File: config.mk
export PLATFORM = sky130hd
export DESIGN_NAME = asdc_ctrl
export DESIGN_NICKNAME = d
export VERILOG_FILES = /design/src/asdc_pkg.sv /design/src/asdc_ctrl.sv
export SDC_FILE = /design/constraint.sdc
export NUM_CORES = 1
export LEC_CHECK = 0
export BUFFER_PORTS_ARGS = -buffer_cell sky130_fd_sc_hd__buf_2
export CORE_AREA = 2 2 98 100
export CTS_BUF_LIST = sky130_fd_sc_hd__clkbuf_4
export DETAILED_ROUTE_END_ITERATION = 6
export DIE_AREA = 0 0 100 102
export PLACE_DENSITY = 0.74
export SLEW_MARGIN = 20
export SYNTH_ARGS = -nofsm -noshare
export SYNTH_HDL_FRONTEND = slang
export SYNTH_SLANG_ARGS = --single-unit
File: constraint.sdc
create_clock -name sys_clk_i -period 11.4 [get_ports sys_clk_i]
set_clock_uncertainty 0.15 [all_clocks]
set_input_delay 1.71 -clock sys_clk_i [delete_from_list [all_inputs] [get_ports sys_clk_i]]
set_output_delay 1.71 -clock sys_clk_i [all_outputs]
set_load 0.02 [all_outputs]
File: src/asdc_pkg.sv
// shared types and constants of the amplifier state and diagnostic control
// assumes a 40 MHz system clock; all other widths are fixed here
package asdc_pkg;
	// clock rate and timing
	localparam int unsigned CLK_HZ = 40_000_000;
	localparam int unsigned RAMP_US = 2000;
	localparam int unsigned RAMP_CYC = RAMP_US * (CLK_HZ / 1_000_000);
	localparam int unsigned SCK_LOSS_NS = 1000;
	localparam int unsigned SCK_LOSS_CYC = SCK_LOSS_NS / 25;
	localparam int unsigned DIAG_CYC = 64;
	// result byte layout and index of the clearing byte
	localparam int unsigned NUM_CH = 4;
	localparam int unsigned FAULT_W = 5;
	localparam logic [1:0] LAST_BYTE = 2'h3;
	localparam logic [7:0] RES_RESET = 8'h00;
	localparam logic [2:0] RES_PAD = 3'h0;
	// operating states
	typedef enum logic [2:0] {
		ST_STANDBY,
		ST_ECO,
		ST_AMP,
		ST_TDIAG,
		ST_PDIAG
	} asdc_state_type;
	// conditions that keep the turn-on diagnostic from starting
	typedef struct packed {
		logic low_bat;
		logic high_volt;
		logic pll_unlock;
		logic thermal;
		logic hw_mute;
	} asdc_mute_type;
	// per channel fault flags, msb first as they sit in a result byte
	typedef struct packed {
		logic soft_gnd;
		logic soft_vs;
		logic hard_gnd;
		logic hard_vs;
		logic across;
	} asdc_fault_type;
endpackage

File: src/asdc_ctrl.sv
// operating state controller and turn-on diagnostic sequencer
// assumes control bits come from i2c logic on sys_clk_i; pins are async
// What this block does
// - With the hold input low the block stays in standby at minimum current.
// - With the hold input high it enters idle, arms protection, takes cmds.
// - In idle the power outputs and analog regulator are held at zero.
// - Idle goes to amplifier mode only with amp_on_bit set and sck present.
// - In amplifier mode two mute/play bits select muted or playing.
// - An overcurrent trip while playing starts the permanent diagnostic.
// - A rising diag_enable_bit with amp_on_bit low starts turn-on diag.
// - Diagnostic commands outside the idle state are ignored.
// - Turn-on diag is blocked below 8 V supply or under any mute condition.
// - Reading result byte four clears all four result bytes.
// - The digital regulator starts as soon as the hold input is high.
// - Entering amplifier mode ramps the analog regulator up over about 2 ms.
// - Turn-on diag reports the five fault kinds separately per channel.
`timescale 1ns/1ps
module asdc_ctrl
	import asdc_pkg::*;
#(
	parameter int unsigned RAMP_CYCLES = RAMP_CYC
)
(
	input wire logic sys_clk_i,
	input wire logic arst_n_i,
	input wire logic hold_i,
	input wire logic sck_i,
	input wire logic supply_8v_ok_i,
	input wire asdc_mute_type mute_cond_i,
	input wire logic ocp_trip_i,
	input wire asdc_fault_type [NUM_CH-1:0] diag_meas_i,
	input wire logic amp_on_bit_i,
	input wire logic diag_enable_bit_i,
	input wire logic [1:0] mute_play_bits_i,
	input wire logic rd_en_i,
	input wire logic [1:0] rd_sel_i,
	output logic [7:0] rd_data_o,
	output logic diag_done_o,
	output asdc_state_type state_o,
	output logic low_power_o,
	output logic short_prot_en_o,
	output logic cmd_accept_o,
	output logic out_bias_en_o,
	output logic dig_reg_en_o,
	output logic analog_reg_en_o,
	output logic analog_reg_ready_o,
	output logic play_front_o,
	output logic play_rear_o,
	output logic perm_diag_o
);
	localparam int unsigned SYNC_W = 9 + NUM_CH * FAULT_W;
	localparam int unsigned RAMP_W = $clog2(RAMP_CYCLES + 1);

	logic rst_meta_r;
	logic rst_n_r;
	logic [SYNC_W-1:0] sync_meta_r;
	logic [SYNC_W-1:0] sync_r;
	logic hold_s;
	logic sck_s;
	logic supply_ok_s;
	logic ocp_s;
	asdc_mute_type mute_s;
	asdc_fault_type [NUM_CH-1:0] meas_s;
	logic sck_d_r;
	logic [7:0] sck_gap_r;
	logic sck_present_r;
	asdc_state_type state_r;
	asdc_state_type state_nxt;
	logic diag_en_d_r;
	logic diag_start;
	logic diag_end;
	logic [7:0] diag_cnt_r;
	logic [7:0] res_r [NUM_CH];
	logic [RAMP_W-1:0] ramp_cnt_r;
	logic clear_all;

	// reset release through two flops, assertion stays asynchronous
	always_ff @(posedge sys_clk_i or negedge arst_n_i)
	begin
		if (!arst_n_i)
		begin
			rst_meta_r <= 1'b0;
			rst_n_r <= 1'b0;
		end
		else
		begin
			rst_meta_r <= 1'b1;
			rst_n_r <= rst_meta_r;
		end
	end

	// two flop synchroniser for every pin input; only sync_r is read
	always_ff @(posedge sys_clk_i or negedge rst_n_r)
	begin
		if (!rst_n_r)
		begin
			sync_meta_r <= '0;
			sync_r <= '0;
		end
		else
		begin
			sync_meta_r <= {hold_i, sck_i, supply_8v_ok_i, mute_cond_i,
				ocp_trip_i, diag_meas_i};
			sync_r <= sync_meta_r;
		end
	end
	assign {hold_s, sck_s, supply_ok_s, mute_s, ocp_s, meas_s} = sync_r;

	// sck presence: any edge within the loss window keeps it present
	always_ff @(posedge sys_clk_i or negedge rst_n_r)
	begin
		if (!rst_n_r)
		begin
			sck_d_r <= 1'b0;
			sck_gap_r <= 8'(SCK_LOSS_CYC); // no edge yet, so no clock
			sck_present_r <= 1'b0;
		end
		else
		begin
			sck_d_r <= sck_s;
			if (sck_s != sck_d_r)
				sck_gap_r <= 8'h00;
			else if (sck_gap_r < 8'(SCK_LOSS_CYC))
				sck_gap_r <= sck_gap_r + 8'h01;
			sck_present_r <= (sck_gap_r < 8'(SCK_LOSS_CYC));
		end
	end

	// a diag start needs idle, amp off, good supply and no mute at all
	assign diag_start = diag_enable_bit_i && !diag_en_d_r
		&& state_r == ST_ECO && !amp_on_bit_i
		&& supply_ok_s && !(|mute_s);
	assign diag_end = state_r == ST_TDIAG && diag_cnt_r == 8'(DIAG_CYC - 1);
	assign clear_all = rd_en_i && rd_sel_i == LAST_BYTE;

	// next state; a low hold input overrides everything
	always_comb
	begin
		state_nxt = state_r;
		case (state_r)
			ST_STANDBY:
				if (hold_s)
					state_nxt = ST_ECO;
			ST_ECO:
				if (diag_start)
					state_nxt = ST_TDIAG;
				else if (amp_on_bit_i && sck_present_r)
					state_nxt = ST_AMP;
			ST_TDIAG:
				if (diag_end)
					state_nxt = ST_ECO;
			ST_AMP:
				if (!amp_on_bit_i)
					state_nxt = ST_ECO;
				else if ((play_front_o || play_rear_o) && ocp_s)
					state_nxt = ST_PDIAG;
			ST_PDIAG:
				if (!amp_on_bit_i)
					state_nxt = ST_ECO;
				else if (!ocp_s)
					state_nxt = ST_AMP;
			default:
				state_nxt = ST_STANDBY;
		endcase
		if (!hold_s)
			state_nxt = ST_STANDBY;
	end

	// state register and diag enable edge memory
	always_ff @(posedge sys_clk_i or negedge rst_n_r)
	begin
		if (!rst_n_r)
		begin
			state_r <= ST_STANDBY;
			diag_en_d_r <= 1'b0;
		end
		else
		begin
			state_r <= state_nxt;
			diag_en_d_r <= diag_enable_bit_i;
		end
	end

	// diag cycle length counter, restarts with each cycle
	always_ff @(posedge sys_clk_i or negedge rst_n_r)
	begin
		if (!rst_n_r)
			diag_cnt_r <= 8'h00;
		else if (state_r == ST_TDIAG)
			diag_cnt_r <= diag_cnt_r + 8'h01;
		else
			diag_cnt_r <= 8'h00;
	end

	// per channel result byte; a finishing cycle wins over the clear
	for (genvar ch = 0; ch < NUM_CH; ch++)
	begin : g_res
		always_ff @(posedge sys_clk_i or negedge rst_n_r)
		begin
			if (!rst_n_r)
				res_r[ch] <= RES_RESET;
			else if (diag_end)
				res_r[ch] <= {RES_PAD, meas_s[ch]};
			else if (clear_all)
				res_r[ch] <= RES_RESET;
		end
	end

	// readback and done flag; reading byte four empties the set
	always_ff @(posedge sys_clk_i or negedge rst_n_r)
	begin
		if (!rst_n_r)
		begin
			rd_data_o <= 8'h00;
			diag_done_o <= 1'b0;
		end
		else
		begin
			if (rd_en_i)
				rd_data_o <= res_r[rd_sel_i];
			if (diag_end)
				diag_done_o <= 1'b1;
			else if (clear_all)
				diag_done_o <= 1'b0;
		end
	end

	// analog regulator ramp; runs only in amplifier mode and permanent diag
	always_ff @(posedge sys_clk_i or negedge rst_n_r)
	begin
		if (!rst_n_r)
			ramp_cnt_r <= '0;
		else if (state_r == ST_AMP || state_r == ST_PDIAG)
		begin
			if (ramp_cnt_r < RAMP_W'(RAMP_CYCLES))
				ramp_cnt_r <= ramp_cnt_r + 1'b1;
		end
		else
			ramp_cnt_r <= '0;
	end

	// play selection follows the host bits only in amplifier mode
	always_ff @(posedge sys_clk_i or negedge rst_n_r)
	begin
		if (!rst_n_r)
		begin
			play_front_o <= 1'b0;
			play_rear_o <= 1'b0;
			dig_reg_en_o <= 1'b0;
		end
		else
		begin
			play_front_o <= state_r == ST_AMP && mute_play_bits_i[1];
			play_rear_o <= state_r == ST_AMP && mute_play_bits_i[0];
			dig_reg_en_o <= hold_s;
		end
	end

	// state decoded outputs, all but analog_reg_ready_o from the state flop alone
	assign state_o = state_r;
	assign low_power_o = state_r == ST_STANDBY;
	assign short_prot_en_o = state_r != ST_STANDBY;
	assign cmd_accept_o = state_r != ST_STANDBY;
	assign out_bias_en_o = state_r == ST_AMP || state_r == ST_PDIAG;
	assign analog_reg_en_o = out_bias_en_o;
	assign analog_reg_ready_o = out_bias_en_o
		&& ramp_cnt_r == RAMP_W'(RAMP_CYCLES);
	assign perm_diag_o = state_r == ST_PDIAG;
endmodule

==> results.yml <==
cells_and_area:
  nets: 497
  syn_to_final_growth_pct: 13.0
  final_cell_mix: "dfrtp_1, buf_2, nand2_1"
  drive_gt1_share_pct: 23.1
  layout_commonest_cell: "dfrtp_1"
  n_antenna_cell: 0
worst_setup_path:
  critPathTopFamily: "simple AND/OR/NAND/NOR gates"
  r2r_slack_ps: 9020
  worstReg2RegEnd: "ramp_cnt_r[15]$_DFFE_PN0P_"
  crit_path_end_kind: "output port"
  worst-path-buf-inv: 1
  slowest_delay_ps: 530
  reg2reg_from: "ramp_cnt_r[14]$_DFFE_PN0P_"
  reg2reg_depth: 4
  startpoint_type: "register"
  crit_slowest_cell: "dfrtp_1"
  critPathRequiredTime_ps: 9540
  path_class: "reg -> out"
  critical_path.max_fanout: 18
  crit_chain: "xnor2_1 > or2_2 > nor4_1 > buf_2"
  cp.arrival_ps: 2190
yosys:
  yosys_warnings: 0
  synthDistinctLibCells: 47
  yosys.area.top_type: "dfrtp_1"
  synthXorXnorAreaFrac_pct: 2.00
  muxShareOfSynthArea_pct: 3.95
  ys_seq_elements: 128
  synth-seq-area-share_pct: 66.6
  synth_top_family_by_area: "simple AND/OR/NAND/NOR gates"
  synth_top_cell_area_share_pct: 65.5
  synth_area_leaders: "dfrtp_1, nand2_1, o21ai_0, mux4_2, a21oi_1"
  synth_compound_area_share_pct: 8.18
  async_reset_ff_share_pct: 100
  synth_edf_count: 0
  avgSynthCellArea_um2: 12.1
  synthesis.area_mm2: 0.00482
  synthCells: 399
  synth-adder-area-share_pct: 1.04
  yosys.area_share.simple_pct: 15.1
  synth_flop_cell: "dfrtp_1"
die:
  ios: 60
  die_height_um: 102
  coreArea_mm2: 0.00911
  dieArea_mm2: 0.0102
  die_x_um: 100
  initial_core_util_pct: 52.9
  rows: 35
pwr:
  total_power_w: 0.000830
  ir_drop_uv: 80.1
  power_density_mw_per_mm2: 152
  leakage_nw: 2.48
status:
  status: "finished clean"
sta:
  max_freq_ghz: 0.247
  timing.slew.headroom_pct: 37.9
  post-route-period-util_pct: 35.5
  rsz0062_at_grt: "no"
  setup_viol: 0
  report.final.slew_viol_count: 0
  whs_ps: 201
  finalHoldViolCount: 0
  worst_slew_pin_slew_ps: 931
  period_needed_ps: 4050
  timing.setup.tns_ps: 0
clock_tree:
  clkTransAtPathRegs_ps: 110
  post-cts-setup-buffer-count: 0
  cts_tree: "done"
  clk_latency_ps: 510
  cts_resized: 0
  cts.path.max_buffers: 2
  numCtsBuffers: 17
  root_buffer: "clkbuf_4"
  ctsHtreeMaxLevel: 4
  clock-sinks: 128
  cts_hold_buffers: 0
global_route:
  grt_pass1_vias: 3116
  gr-total-overflow: 0
  grt_pass1_wl_um: 14400
  grt_antenna_before_repair: 0
  grt_max_degree: 78
  grt_usage_pct: 18.2
min_path:
  worstHoldPathCells: 0
  min_to: "sync_r[18]$_DFF_PN0_"
  hold_path_class: "reg -> reg"
  hold_path.startpoint: "sync_meta_r[18]$_DFF_PN0_"
routing:
  drtAntennaViolNets: 0
  dr.pass1.iters: 4
  num_vias: 3135
  vias_per_cell: 5.41
  routed_wl_um: 8350
  post_drt_wl_per_cell_um: 14.4
  drtIter0Drc: 123
  post-route-drc-count: 0
placement:
  portBuffers: 56
  hpwl_um: 5550
  globalplace.congestion: 0.864
job:
  max_cap_violations: 0
[per-layer routing]
metal / wire, um / part of all wire (%) / vias to the layer above / track usage, %
met1: 3710 / 44 / 1566 / 23.3
li1: - / - / 1492 / -
met2: 4220 / 51 / 69 / 29.5
met3: 327 / 3.9 / 8 / 5.06
met4: 94 / 1.1 / 0 / 8.11
met5: 0 / 0 / - / 0
[through the flow]
step	instance area, um2	std cells	utilization [%]	setup slack [ps]
global placement	5150	547	56.6	7920
CTS	5440	579	59.8	7300
detailed placement	5150	547	56.6	7870
floorplan	4820	401	-	7420
global route	5440	579	59.8	7190
finish	5440	579	59.8	7350
[kinds of logic (layout without fill, tap and decap cells)]
kind of cell,after synthesis,in the layout
buf+inv,32,99
compound gates,67,67
other cells,2,4
xor+xnor,11,11
mux,12,12
fa+ha+maj,4,4
flops,128,128
simple gates,143,143
[worst max path at each step]
stage	start	endpoint	cells after the start
finish	state_o[1]$_DFFE_PN0P_	analog_reg_ready_o	4
global route	state_o[1]$_DFFE_PN0P_	analog_reg_ready_o	4
CTS	state_o[1]$_DFFE_PN0P_	analog_reg_ready_o	4
detailed placement	state_o[1]$_DFFE_PN0P_	analog_reg_ready_o	4
global placement	state_o[1]$_DFFE_PN0P_	analog_reg_ready_o	4
floorplan	rst_n_r$_DFF_PN0_	diag_cnt_r[0]$_DFF_PN0_	0
[flip-flops by register name (all words and copies together) (netlist names), 3 cells and up]
name / cells
sync_meta_r: 29
rd_data_o: 5
res_r: 20
sck_gap_r: 8
sync_r: 29
state_o: 3
diag_cnt_r: 8
ramp_cnt_r: 17
[final cells by class]
class                           count  area (um2)
Inverter                            9        33.8
Sequential cell                   128        3210
Tap cell                          111         139
Clock inverter                     14         153
Clock buffer                       18         135
Fill cell                         760        3670
Timing Repair Buffer               58         295
Multi-Input combinational cell    241        1480
[synthesized netlist by cell type (2+ instances only)]
cell and count:
xnor2_1 4, xor2_1 7, or3_1 13, dfrtp_1 126, dfstp_2 2, and4_1 3, conb_1 2, nor2b_1 2
nand2_1 54, o21ai_0 37, nand4_1 9, nor4_1 2, nor4b_1 3, nand3_1 14, buf_4 5, mux2_2 6
buf_1 2, inv_1 9, ha_1 4, o31ai_1 2, or4_1 4, and2_1 7, clkbuf_1 15, nor3_1 4
a21oi_1 17, nor2_1 18, mux4_2 5, and3_1 3, o211ai_1 2
[power breakdown]
group	internal [W]	total, W	switching (W)
logic	0.0000148	0.0000382	0.0000234
clock network	0.000136	0.000310	0.000174
registers	0.000469	0.000482	0.0000128
(Power assumes the default switching activity.)
